### config.mk
export PLATFORM = sky130hd
export DESIGN_NAME = ssr_top
export DESIGN_NICKNAME = d
export VERILOG_FILES = /design/src/ssr_buf2.v /design/src/ssr_top.v
export VERILOG_INCLUDE_DIRS = /design/src
export SDC_FILE = /design/constraint.sdc
export NUM_CORES = 1
export LEC_CHECK = 0
export BUFFER_PORTS_ARGS = -buffer_cell sky130_fd_sc_hd__buf_2
export CAP_MARGIN = 5
export CORE_MARGIN = 10
export CORE_UTILIZATION = 61
export CTS_CLUSTER_SIZE = 30
export DETAILED_ROUTE_END_ITERATION = 8
export HOLD_SLACK_MARGIN = 0.05
export PLACE_DENSITY = 0.82
export SETUP_SLACK_MARGIN = 0.3
export SLEW_MARGIN = 20
export SYNTH_ARGS = -nofsm -noshare
export SYNTH_HDL_FRONTEND = slang
export SYNTH_SLANG_ARGS = --single-unit
### constraint.sdc
create_clock -name clk -period 3.3 [get_ports clk]
set_input_delay 0.66 -clock clk [delete_from_list [all_inputs] [get_ports clk]]
set_output_delay 0.66 -clock clk [all_outputs]
set_load 0.02 [all_outputs]
### src/ssr_defs.vh
// Purpose: constants for the serial shift and storage register block
// Assumes: clk at 100 MHz; all control pins asynchronous to clk
// Notes: three-stage pin synchronisers, two-entry buffer on the load path
`ifndef SSR_DEFS_VH
`define SSR_DEFS_VH
`define SSR_WIDTH      8
`define SSR_LAST_BIT   7
`define SSR_SYNC_DEPTH 3
`define SSR_RST_BYTE   8'h00
`define SSR_BUF_DEPTH  2
`define SSR_CLK_PERIOD_NS 10
`define SSR_LINK_PERIOD_NS 125
`define SSR_LINK_HALF_CYC (`SSR_LINK_PERIOD_NS / 2 / `SSR_CLK_PERIOD_NS)
`endif

### src/ssr_buf2.v
// Purpose: two-entry valid/ready buffer for captured storage bytes
// Assumes: single clock, source and sink in the clk domain
// Notes: full and empty are exact; in_ready low whenever both entries hold data
`timescale 1ns/1ps
`default_nettype none
`include "ssr_defs.vh"
module ssr_buf2
(
  input  wire                   clk,
  input  wire                   rst_b,
  input  wire [`SSR_WIDTH-1:0]  in_data,
  input  wire                   in_valid,
  output wire                   in_ready,
  output wire [`SSR_WIDTH-1:0]  out_data,
  output wire                   out_valid,
  input  wire                   out_ready
);
  reg [`SSR_WIDTH-1:0] mem_r [0:`SSR_BUF_DEPTH-1];
  reg                  wptr_r;
  reg                  rptr_r;
  reg [1:0]            cnt_r;
  wire                 push;
  wire                 pop;

  assign in_ready  = (cnt_r != 2'h2);
  assign out_valid = (cnt_r != 2'h0);
  assign out_data  = mem_r[rptr_r];
  assign push      = in_valid && in_ready;
  assign pop       = out_valid && out_ready;

  always @(posedge clk or negedge rst_b)
  begin
    if (!rst_b)
    begin
      mem_r[0] <= `SSR_RST_BYTE;
      mem_r[1] <= `SSR_RST_BYTE;
      wptr_r   <= 1'b0;
      rptr_r   <= 1'b0;
      cnt_r    <= 2'h0;
    end
    else
    begin
      if (push)
      begin
        mem_r[wptr_r] <= in_data;
        wptr_r        <= ~wptr_r;
      end
      if (pop)
        rptr_r <= ~rptr_r;
      if (push && !pop)
        cnt_r <= cnt_r + 2'h1;
      else if (pop && !push)
        cnt_r <= cnt_r - 2'h1;
    end
  end
endmodule
`default_nettype wire

### src/ssr_top.v
// Purpose: serial-in, parallel-out shift register with storage register
// Assumes: pins are asynchronous to clk and pulses exceed two clk periods
// Notes: pin changes are seen about three clk cycles late
//        pin levels seen at fewer than two clk edges are dropped as glitches
`timescale 1ns/1ps
`default_nettype none
`include "ssr_defs.vh"
module ssr_top
(
  input  wire                   clk,
  input  wire                   rst_b,
  input  wire                   serial_in,
  input  wire                   shift_clock,
  input  wire                   storage_clock,
  input  wire                   shift_clear_n,
  input  wire                   output_enable_n,
  output reg  [`SSR_WIDTH-1:0]  parallel_outputs_o,
  output reg  [`SSR_WIDTH-1:0]  parallel_outputs_oe,
  output reg                    cascade_out,
  output reg                    cascade_out_oe
);
  // Sync chain reset patterns, matching each pin's idle level except clear, which resets low
  localparam [`SSR_SYNC_DEPTH-1:0] SYNC_LOW  = 3'h0;
  localparam [`SSR_SYNC_DEPTH-1:0] SYNC_HIGH = 3'h7;

  // Bit order of each sync chain: [0] first flop, [1] second, [2] third
  reg [`SSR_SYNC_DEPTH-1:0] ser_s_r;
  reg [`SSR_SYNC_DEPTH-1:0] sck_s_r;
  reg [`SSR_SYNC_DEPTH-1:0] rck_s_r;
  reg [`SSR_SYNC_DEPTH-1:0] clr_s_r;
  reg [`SSR_SYNC_DEPTH-1:0] oe_s_r;
  reg                       sck_r;
  reg                       rck_r;
  reg                       clr_n_r;
  reg                       oe_n_r;
  reg                       ser_r;
  reg [`SSR_WIDTH-1:0]      shift_r;
  reg [`SSR_WIDTH-1:0]      store_r;
  wire                      sck_rise;
  wire                      rck_rise;
  wire                      buf_in_ready;
  wire [`SSR_WIDTH-1:0]     buf_out_data;
  wire                      buf_out_valid;
  wire [`SSR_WIDTH-1:0]     cap_data;

  // A level is accepted only once the second and third flops agree
  function filt;
    input [`SSR_SYNC_DEPTH-1:0] s;
    input                       cur;
    begin
      filt = (s[1] == s[2]) ? s[2] : cur;
    end
  endfunction

  // High for the one sample in which a filtered level turns on
  function rise;
    input [`SSR_SYNC_DEPTH-1:0] s;
    input                       cur;
    begin
      rise = filt(s, cur) && !cur;
    end
  endfunction

  // Data pin; idles low like the controller's pin
  always @(posedge clk or negedge rst_b)
  begin
    if (!rst_b)
    begin
      ser_s_r <= SYNC_LOW;
      ser_r   <= 1'b0;
    end
    else
    begin
      ser_s_r <= {ser_s_r[1:0], serial_in};
      ser_r   <= filt(ser_s_r, ser_r);
    end
  end

  // Shift clock pin; reset low so that no false edge follows reset
  always @(posedge clk or negedge rst_b)
  begin
    if (!rst_b)
    begin
      sck_s_r <= SYNC_LOW;
      sck_r   <= 1'b0;
    end
    else
    begin
      sck_s_r <= {sck_s_r[1:0], shift_clock};
      sck_r   <= filt(sck_s_r, sck_r);
    end
  end

  // Storage clock pin; reset low so that no false edge follows reset
  always @(posedge clk or negedge rst_b)
  begin
    if (!rst_b)
    begin
      rck_s_r <= SYNC_LOW;
      rck_r   <= 1'b0;
    end
    else
    begin
      rck_s_r <= {rck_s_r[1:0], storage_clock};
      rck_r   <= filt(rck_s_r, rck_r);
    end
  end

  // Clear pin; held asserted until the pin has been seen, so stages stay zero
  always @(posedge clk or negedge rst_b)
  begin
    if (!rst_b)
    begin
      clr_s_r <= SYNC_LOW;
      clr_n_r <= 1'b0;
    end
    else
    begin
      clr_s_r <= {clr_s_r[1:0], shift_clear_n};
      clr_n_r <= filt(clr_s_r, clr_n_r);
    end
  end

  // Enable pin; parallel outputs stay released until the pin has been seen low
  always @(posedge clk or negedge rst_b)
  begin
    if (!rst_b)
    begin
      oe_s_r <= SYNC_HIGH;
      oe_n_r <= 1'b1;
    end
    else
    begin
      oe_s_r <= {oe_s_r[1:0], output_enable_n};
      oe_n_r <= filt(oe_s_r, oe_n_r);
    end
  end

  // Rising edges only; the two clocks are detected separately
  assign sck_rise = rise(sck_s_r, sck_r);
  assign rck_rise = rise(rck_s_r, rck_r);

  // Serial data is taken from the value settled before the shift edge
  // Clear is a level and wins over a shift edge seen in the same cycle
  always @(posedge clk or negedge rst_b)
  begin
    if (!rst_b)
      shift_r <= `SSR_RST_BYTE;
    else if (!clr_n_r)
      shift_r <= `SSR_RST_BYTE;
    else if (sck_rise)
      shift_r <= {shift_r[`SSR_LAST_BIT-1:0], ser_r};
  end

  // Capture reads shift_r before the same-cycle shift lands
  // Under clear the stages read as zero at once, before shift_r has followed
  assign cap_data = clr_n_r ? shift_r : `SSR_RST_BYTE;

  // Stalls only if the buffer is full, which the drain below prevents
  // Trade-off: one cycle of latency on each capture, but none is ever dropped
  ssr_buf2 u_buf
  (
    .clk       (clk),
    .rst_b     (rst_b),
    .in_data   (cap_data),
    .in_valid  (rck_rise),
    .in_ready  (buf_in_ready),
    .out_data  (buf_out_data),
    .out_valid (buf_out_valid),
    .out_ready (1'b1)
  );

  // The drain is always ready, so each word leaves the buffer one cycle later
  always @(posedge clk or negedge rst_b)
  begin
    if (!rst_b)
      store_r <= `SSR_RST_BYTE;
    else if (buf_out_valid)
      store_r <= buf_out_data;
  end

  // Open-drain view: data pin always low, enable asserted to pull low
  always @(posedge clk or negedge rst_b)
  begin
    if (!rst_b)
    begin
      parallel_outputs_o  <= 8'h00;
      parallel_outputs_oe <= 8'h00;
    end
    else
    begin
      parallel_outputs_o  <= 8'h00;
      parallel_outputs_oe <= oe_n_r ? 8'h00 : ~store_r;
    end
  end

  // Push-pull cascade pin; it ignores the enable so cascaded parts keep shifting
  always @(posedge clk or negedge rst_b)
  begin
    if (!rst_b)
    begin
      cascade_out    <= 1'b0;
      cascade_out_oe <= 1'b1;
    end
    else
    begin
      cascade_out    <= shift_r[`SSR_LAST_BIT];
      cascade_out_oe <= 1'b1;
    end
  end
endmodule
`default_nettype wire

==> Yosys cells after proc, flatten, opt, wreduce, memory -nomap -nowiden <==
Cells that the tools add are included.
{ "totals": {"reg_bits": 65, "in_bits": 7, "word_cells": 62} }
{ "classes": {"n_addsub": 2, "n_lt_le_gt_ge": 3, "n_eq_ne": 7, "muxes": 14, "n_bitwise": 5, "n_reduce_logical": 12} }
{ "op_table": {"columns": ["cell", "count"], "rows": [
  ["8-bit 2-to-1 mux", 8],
  ["16-bit bitwise mux", 1],
  ["8-bit demux with 1-bit select", 1],
  ["8-bit inverter", 1],
  ["1-bit logical AND", 6],
  ["1-bit == test", 5],
  ["2-bit >= comparator, second input constant", 2],
  ["1-bit logical NOT", 4],
  ["2-bit 2-to-1 mux", 2],
  ["1-bit inverter with 2-bit output", 2],
  ["2-bit nonzero test", 2],
  ["2-bit by 1-bit adder with 2-bit output, second input constant", 1],
  ["2-bit by 1-bit < comparator with 1-bit output, second input constant", 1],
  ["1-bit 2-to-1 mux", 2],
  ["2-bit by 1-bit inequality test with 1-bit output, second input constant", 1],
  ["2-bit inequality test, second input constant", 1],
  ["1-bit inverter", 2],
  ["2-bit by 1-bit subtractor with 2-bit output, second input constant", 1]
]} }

==> Logic depth before layout (Yosys ltp) <==
Gate-level depths: netlist of run 1.
{ "depth": {"ltp_word": 8, "ltp_mapped": 6} }

==> Cells and area by module <==
From an unflattened synthesis of run 1, not the netlist that was laid out.
{ "hier_totals": {"hier_cells": 169, "hier_area_um2": 2537.4} }
{ "modules_own_cells": {"columns": ["mod", "n_inst", "cells_each", "area_each_um2", "seq_area_each_um2"], "rows": [
  ["ssr_top", 1, 109, 1567.8, 1131.1],
  ["ssr_buf2", 1, 60, 969.7, 500.5]
]} }

==> Worst setup path after synthesis of run 1 <==
OpenSTA, ideal clock, no wires.
{ "synth_timing": {"kind": "reg-to-reg", "startpoint": "register u_buf.cnt_r[0]", "endpoint": "register u_buf.cnt_r[1]", "setup_time_ns": 0.125, "t_arrival_ns": 1.525, "path_slack_ns": 1.649, "stages_incl_launch_ff": 7, "period_less_slack_ns": 1.651, "path_cell_list": "dfrtp_1 > nor2_1 > clkbuf_1 > ha_1 > xor2_1 > nor2_1 > xor2_1"} }
{ "synth_via": {"elab_chain_cells": 5, "word_cells_on_any_way": 12, "cone_classes": "2 x add/sub; 1 x eq/ne; 2 x mux; 7 x reduce/logical"} }
{ "synth_lines": {"columns": ["element", "line_no", "text"], "rows": [
  ["start, declared", "ssr_buf2.v:21", "reg [1:0] cnt_r;"],
  ["start signal, assigned", "ssr_buf2.v:51", "cnt_r <= cnt_r + 2'h1;"],
  ["start signal, assigned", "ssr_buf2.v:53", "cnt_r <= cnt_r - 2'h1;"],
  ["parallel branches: the longest is 5 deep, another holds 2-bit by 1-bit subtractor with 2-bit output", null, null]
]} }
Parallel ways; which one is timed is not known. The select of a mux whose other input is x is not followed.
A chain may end at the register's enable or synchronous reset.

==> Worst setup path in the final report of run 1 <==
{ "layout_timing": {"startpoint": "register u_buf.cnt_r[1]", "endpoint": "register u_buf.mem_r[8] (netlist name)"} }
{ "layout_via": {"elab_chain_cells": 2} }
{ "layout_lines": {"columns": ["element", "line_no", "text"], "rows": [
  ["2-bit inequality test", "ssr_buf2.v:25", "assign in_ready = (cnt_r != 2'h2);"],
  ["1-bit logical AND", "ssr_buf2.v:28", "assign push = in_valid && in_ready;"],
  ["end signal, assigned by index", "ssr_buf2.v:45", "mem_r[wptr_r] <= in_data;"],
  ["end, declared", "ssr_buf2.v:18", "reg [`SSR_WIDTH-1:0] mem_r [0:`SSR_BUF_DEPTH-1];"]
]} }
No other way between the ends.

==> results of run 1 <==
[stage by stage]
step | power (W) | util (%) | worst slack, ns | instances | hold slack [ns]
6_report | 0.001801 | 69.22 | 1.470 | 249 | 0.3387
5_1_grt | 0.001890 | 69.22 | 1.401 | 249 | 0.3552
4_1_cts | 0.001820 | 69.16 | 1.465 | 249 | 0.3494
3_5_place_dp | 0.001179 | 64.40 | 1.475 | 233 | 0.3364
3_3_place_gp | 0.001160 | 64.40 | 1.537 | 233 | 0.3341
2_1_floorplan | 0.001115 | - | 1.649 | 181 | 0.3312
[cells by family (layout without fill, tap and decap cells)]
logic type               count (synthesis)  after routing  synth area share, %
AO/OA/AOI/OAI                            9              9                1.819
XOR/XNOR                                 5              5                1.769
adder cells (fa/ha/maj)                  5              5                2.122
buffers and inverters                   15             33                3.941
flip-flops                              65             65                65.89
multiplexers                            32             32                14.96
other                                    2              9               0.3033
AND/OR/NAND/NOR                         41             41                9.197
[layer usage]
metal / routed length (um) / share of wire [%] / up-vias
met5: 0 / 0 / -
met4: 73 / 2.0 / 0
met3: 240 / 6.4 / 7
met2: 1825 / 49 / 31
met1: 1597 / 43 / 620
li1: - / - / 601
[registers in the layout (all words and copies together), names as in the netlist]
register	cells
ser_r	1
sck_s_r	3
u_buf.wptr_r	1
clr_n_r	1
u_buf.rptr_r	1
oe_n_r	1
u_buf.cnt_r	2
rck_r	1
shift_r	8
clr_s_r	3
oe_s_r	3
ser_s_r	3
cascade_out	1
sck_r	1
store_r	8
parallel_outputs_oe	8
rck_s_r	3
u_buf.mem_r	16
[layout make-up]
type                    instances  area [um^2]
clock buffers                  13        148.9
clock inverters                 3        40.04
fillers                       272         1222
multi-input cells             101        773.2
flip-flops and latches         65         1632
well taps                      50        62.56
repair buffers                 17        92.59
[cell usage after synthesis]
library cell	instances	area, um^2
dfstp_2	4	105.1
xor2_1	3	26.28
nor2b_1	8	50.05
mux2i_1	16	160.2
buf_4	9	67.56
nor2b_2	1	8.760
nand3b_1	1	7.510
maj3_1	4	40.04
mux2_4	8	120.1
clkbuf_1	5	18.77
nor3_1	1	5.000
dfrtp_1	61	1526
or4_1	1	7.510
nor2_1	10	37.54
and2_1	8	50.05
buf_6	1	11.26
o21ai_0	9	45.04
mux2_2	8	90.09
ha_1	1	12.51
nand2_1	10	37.54
xnor2_1	2	17.52
conb_1	2	7.510
nor4b_4	1	23.77
[worst max path at each step]
stage	startpoint	endpoint	slack, ns	cells after the start
after floorplan	u_buf.cnt_r[0]	u_buf.cnt_r[1]	1.65	6
after global placement	u_buf.cnt_r[1]	u_buf.mem_r[15]	1.54	3
after CTS	u_buf.cnt_r[1]	u_buf.mem_r[8]	1.46	3
after detailed placement	u_buf.cnt_r[1]	u_buf.mem_r[14]	1.48	3
final	u_buf.cnt_r[1]	u_buf.mem_r[8]	1.47	3
after global routing	u_buf.cnt_r[1]	u_buf.mem_r[8]	1.40	3
[cell usage in the layout (no fill, tap or decap), drive strengths merged, types with 3 or more instances in the layout]
cell type,n
and2,8
nand2,10
o21ai,9
clkbuf,13
mux2i,16
conb,9
mux2,16
nor2,10
xor2,3
nor2b,9
dfstp,4
dfrtp,61
maj3,4
buf,17
[power breakdown]
group	total [W]	switching, W	internal (W)
registers	0.000929	0.0000697	0.000859
logic	0.000237	0.000130	0.000107
clock network	0.000635	0.000267	0.000368
total	0.00180	0.000466	0.00133
==> metrics.txt, run 1 <==
delay-heaviest family, CP simple AND/OR/NAND/NOR gates; global-route wire length before repair 6.423 mm; Max Cap Viol 0; GRT Resource Usage Total 11.73%; final hold vios 0; Worst path slowest cell or4_1; post-CTS setup buffers 0; clock skew 0.006505 ns; cts repair resizes 0; Final Max Slew Viols 0; vias in the first global route 1354; 1st-iter DRT viols 67; cell area after layout 0.002749 mm^2; Slew headroom 60.83%; GPL Wtd Cong 0.6969; Critical Path RT 3.51 ns; CP bufs+invs 0; DIE WIDTH 83.71 um; final global-route overflow total 0; Tmin final 1.830 ns; TritonRoute pass-1 iters 4; Cell Area, Placed 0.002557 mm^2; largest net degree at the start of global routing 50; GR Util met2 18.47%; Vias 1259; die area 0.007007 mm^2; Pwr Density 655.1 mW/mm^2; GRT busiest layer met2; class of the worst hold path primary input to async pin; cell area after synthesis 0.002476 mm^2; Worst VDD drop 325.9 uV; RR Startpoint u_buf.cnt_r[1]; Detail Route Antenna Nets 0; CP peak stage delay 0.73 ns; CP Cell Sequence nor2b_2 > or4_1 > mux2_4; Reg clk slew, reported paths 0.06 ns; DR WL/cell 15.01 um; Yosys cell types 23; Static Leak 1.379 nW; register area share after synthesis 65.89%; R2R depth 3; met3 Use GR 5.273%; Placeable Area 0.003971 mm^2; Clock Sinks 65; Rows 23; clock buffer count from CTS 9; kind of critical path flip-flop to flip-flop; crit-path max FO 8; worst r2r dst u_buf.mem_r[8]; startpoint types flip-flop; CTS max path bufs 2; initial antenna violation count 0; Starting Density 62.35%; FMAX 546.3 MHz; cells after synthesis 174; RSZ-0062 raised after global routing no; Seq cells post-synth 65; Post-layout nets 202; Via density 5.056; outcome completed; Skew-Pair Late Insertion Delay 0.33 ns; TritonCTS clock tree done; final setup TNS 0 ns; Setup-failing EPs final 0; Area Growth Syn to Fin 11.02%; Final period util 55.47%; drt total wl 3.737 mm; diode count 0; fraction of layout cells with a size suffix above 1 26.13%; DR DRC count 0; setup slack, reg-to-reg 1.47 ns; grt met1 use 12.21%; hpwl dp 2.613 mm; Mean Syn Cell Area 14.23 um^2; worst slew pin tran 0.5876 ns; port bufs 15; CP Capture Type flip-flop; Syn. warnings 0; Die Y-Extent 83.71 um; Critical Path AT 2.04 ns; hold_buf cts 0; CTS H-tree lvls 3; IO Pins 25; Root Buffer clkbuf_8
(Power assumes the default switching activity.)
==> run 2, diff against run 1 <==
--- a/config.mk
+++ b/config.mk
@@ -6,14 +6,15 @@
 export SDC_FILE = /design/constraint.sdc
 export NUM_CORES = 1
 export LEC_CHECK = 0
+export ABC_AREA = 1
 export BUFFER_PORTS_ARGS = -buffer_cell sky130_fd_sc_hd__buf_2
 export CAP_MARGIN = 5
 export CORE_MARGIN = 10
-export CORE_UTILIZATION = 61
+export CORE_UTILIZATION = 52
 export CTS_CLUSTER_SIZE = 30
 export DETAILED_ROUTE_END_ITERATION = 8
 export HOLD_SLACK_MARGIN = 0.05
-export PLACE_DENSITY = 0.82
+export PLACE_DENSITY = 0.74
 export SETUP_SLACK_MARGIN = 0.3
 export SLEW_MARGIN = 20
 export SYNTH_ARGS = -nofsm -noshare
==> constraint.sdc (replaced) <==
create_clock -name clk -period 1.65 [get_ports clk]
set_input_delay 0.33 -clock clk [delete_from_list [all_inputs] [get_ports clk]]
set_output_delay 0.33 -clock clk [all_outputs]
set_load 0.02 [all_outputs]
==> run 2 against run 1 <==
  * Non-clock buffer count rose by 5
  * Total power rose by 130%
  * Clock skew rose by 0.0014 ns
  * Wire length rose by 9.6%
  * Sequential share of layout area fell by 1.7 points
  * Via count rose by 26%
  * Worst hold slack got worse by 0.24 ns
  * Largest power group unchanged
==> metrics.txt, run 2 <==
CP Cell Sequence inv_2 > nand2_4 > inv_4 > nor2_8 > ha_4 > or2_4 > nand4_1 > nand2_1; Synth top area share 61.65% (unchanged); Worst path slowest cell dfrtp_1; most area-consuming cells after synthesis dfrtp_1, nand2_1, dfstp_2; setup slack after placement 0.2326 ns (-1.243 ns); initial antenna violation count 0 (unchanged); most common cell after layout, fill and taps aside nand2_1; FMAX 749.2 MHz (+37%); largest area contributor in the netlist dfrtp_1; diode count 0 (unchanged); port bufs 15 (unchanged); Rows 25 (+8.7%); Detail Route Antenna Nets 0 (unchanged); most frequent cells in the layout nand2_1, dfrtp_1, nor2_1, a21oi_1, nand3_1; CP peak stage delay 0.42 ns (-0.31 ns); R2R depth 8 (+5); IO Pins 25 (unchanged); worst r2r dst u_buf.cnt_r[1]; drt total wl 4.096 mm (+9.6%); setup slack, reg-to-reg 0.32 ns (-1.15 ns); Post-layout nets 270 (+34%); clock buffer count from CTS 9 (unchanged); Critical Path RT 1.88 ns (-1.63 ns); Mean Syn Cell Area 10.40 um^2 (-27%); final global-route overflow total 0 (unchanged); RR Startpoint u_buf.cnt_r[0]; Placeable Area 0.004661 mm^2 (+17%); die area 0.007922 mm^2 (+13%); hpwl dp 2.767 mm (+5.9%); Tmin final 1.335 ns (-0.4957 ns); cell area after synthesis 0.002476 mm^2 (unchanged); Biggest register u_buf.mem_r; Skew-Pair Late Insertion Delay 0.34 ns (about the same); Final Max Slew Viols 0 (unchanged); Primary FF master, synth dfrtp_1; clock skew 0.007914 ns (+0.001409 ns); 1st-iter DRT viols 70 (+4.5%); register area share after synthesis 65.89% (unchanged); crit-path max FO 3 (-5); Vias 1584 (+26%); Starting Density 53.13% (-9.2 points); TritonRoute pass-1 iters 4 (unchanged); DR WL/cell 12.76 um (-15%); outcome completed; Critical Path AT 1.56 ns (-0.48 ns); Hold EP rck_s_r[0]; Worst VDD drop 714.4 uV (+120%); TritonCTS clock tree done; delay-heaviest family, CP simple AND/OR/NAND/NOR gates; Root Buffer clkbuf_8; CTS max path bufs 2 (unchanged); GPL Wtd Cong 0.7512 (+7.8%); DIE WIDTH 89.01 um (+6.3%); final setup TNS 0 ns (unchanged); global-route wire length before repair 7.162 mm (+12%); startpoint types flip-flop; Syn. warnings 0 (unchanged); Yosys cell types 26 (+13%); Die Y-Extent 89.01 um (+6.3%); DR DRC count 0 (unchanged); CTS H-tree lvls 3 (unchanged); final hold vios 0 (unchanged); fraction of layout cells with a size suffix above 1 19.85% (-6.3 points); Static Leak 1.468 nW (+6.5%); Hold Path Cell Cnt 1; RSZ-0062 raised after global routing yes; EDFF count, synth 0 (unchanged); Final period util 80.89% (+25 points); Commonest cells post-synth dfrtp_1, nand2_1, nand3_1, nor2_1, a21oi_1; vias in the first global route 1637 (+21%); CP Capture Type flip-flop; GRT Resource Usage Total 11.91% (+0.18 points); largest net degree at the start of global routing 57 (+14%); slack of the critical path 0.3152 ns (-1.154 ns); Area Growth Syn to Fin 14.35%; Clock Sinks 65 (unchanged); max reg flops 16 (unchanged); Pwr Density 1489 mW/mm^2 (+130%); Filler Cells Inserted 399 (+47%); Max Cap Viol 0 (unchanged); Via density 4.935 (-2.4%); Synth async-reset ratio 100.0% (unchanged); cells after synthesis 238 (+37%); Worst Hold Launch storage_clock; CP bufs+invs 2 (+2); WHS 0.09499 ns (-0.2437 ns); kind of critical path flip-flop to flip-flop; Setup-failing EPs final 0 (unchanged); Seq cells post-synth 65 (unchanged); Reg clk slew, reported paths 0.07 ns (about the same); class of the worst hold path primary input to flip-flop
-- run 2: cell count changes in the layout (fill, tap and decap cells not counted), sizes merged, moves of 2 or more --
cell / delta
nand4: +3
a21oi: +17
nand2: +52
nor2: +10
xor2: -2
mux2i: -16
nand3: +19
nor2b: -9
mux2: -16
and2: -8
inv: +15
buf: +4
-- run 2: per-layer routing --
metal | global-route usage [%] | vias up | share of wire [%]
met2 | 19.02 | 32 | 46
met4 | 8.815 | 0 | 3.3
li1 | - | 782 | -
met5 | 0 | - | 0
met3 | 3.555 | 11 | 4.9
met1 | 13.24 | 759 | 45
-- run 2: how the worst max path moves through the flow --
stage | from | to | slack (ns) | cells past startpoint
after CTS | u_buf.cnt_r[0] | u_buf.cnt_r[1] | 0.30 | 9
after detailed placement | rck_r | u_buf.cnt_r[1] | 0.23 | 8
final | u_buf.cnt_r[0] | u_buf.cnt_r[1] | 0.32 | 8
after global placement | rck_r | u_buf.cnt_r[1] | 0.31 | 8
after floorplan | u_buf.cnt_r[0] | u_buf.cnt_r[1] | 0.28 | 9
after global routing | u_buf.cnt_r[0] | u_buf.cnt_r[1] | 0.26 | 8
-- run 2: repair_timing --
| action | in CTS | in global routing |
|---|---|---|
| resized for setup | 1 | 3 |
| hold buffers | 1 | 0 |
| setup buffers | 2 | 2 |
| pin swaps | 1 | 1 |
| setup endpoints to repair | 1 | 13 |
| endpoints found under the hold margin | 5 | 0 |
-- run 2: cell families after synthesis --
group                    after synthesis  share of synthesized area [%]
AND/OR/NAND/NOR                      105                          18.80
flip-flops                            65                          65.89
XOR/XNOR                               2                         0.7076
buffers and inverters                 33                          6.923
other                                  2                         0.3033
adder cells (fa/ha/maj)                5                          2.122
AO/OA/AOI/OAI                         26                          5.255
-- run 2: area by class of cell --
type | count | area [um^2] | share of cell area, %
repair buffers | 22 | 142.6 | 5.038
inverters | 17 | 70.07 | 2.475
clock inverters | 3 | 40.04 | 1.414
flip-flops and latches | 65 | 1633 | 57.67
multi-input cells | 147 | 729.5 | 25.76
clock buffers | 13 | 148.9 | 5.259
well taps | 54 | 67.56 | 2.386
-- run 2: per-stage QoR --
stage                     instances  util [%]  total power, W  cell area, um^2
final                           321     60.75        0.004216             2831
after detailed placement        300     55.57        0.002883             2590
after global placement          300     55.57        0.002835             2590
after CTS                       319     60.21        0.004220             2806
after floorplan                 245         -        0.002670             2527
after global routing            321     60.75        0.004476             2831
-- run 2: power by group --
part | switching (W) | internal (W) | leakage, nW
logic | 0.000571 | 0.000344 | 0.545
clock network | 0.000556 | 0.000735 | 0.0974
registers | 0.000190 | 0.00182 | 0.826
total | 0.00132 | 0.00290 | 1.47
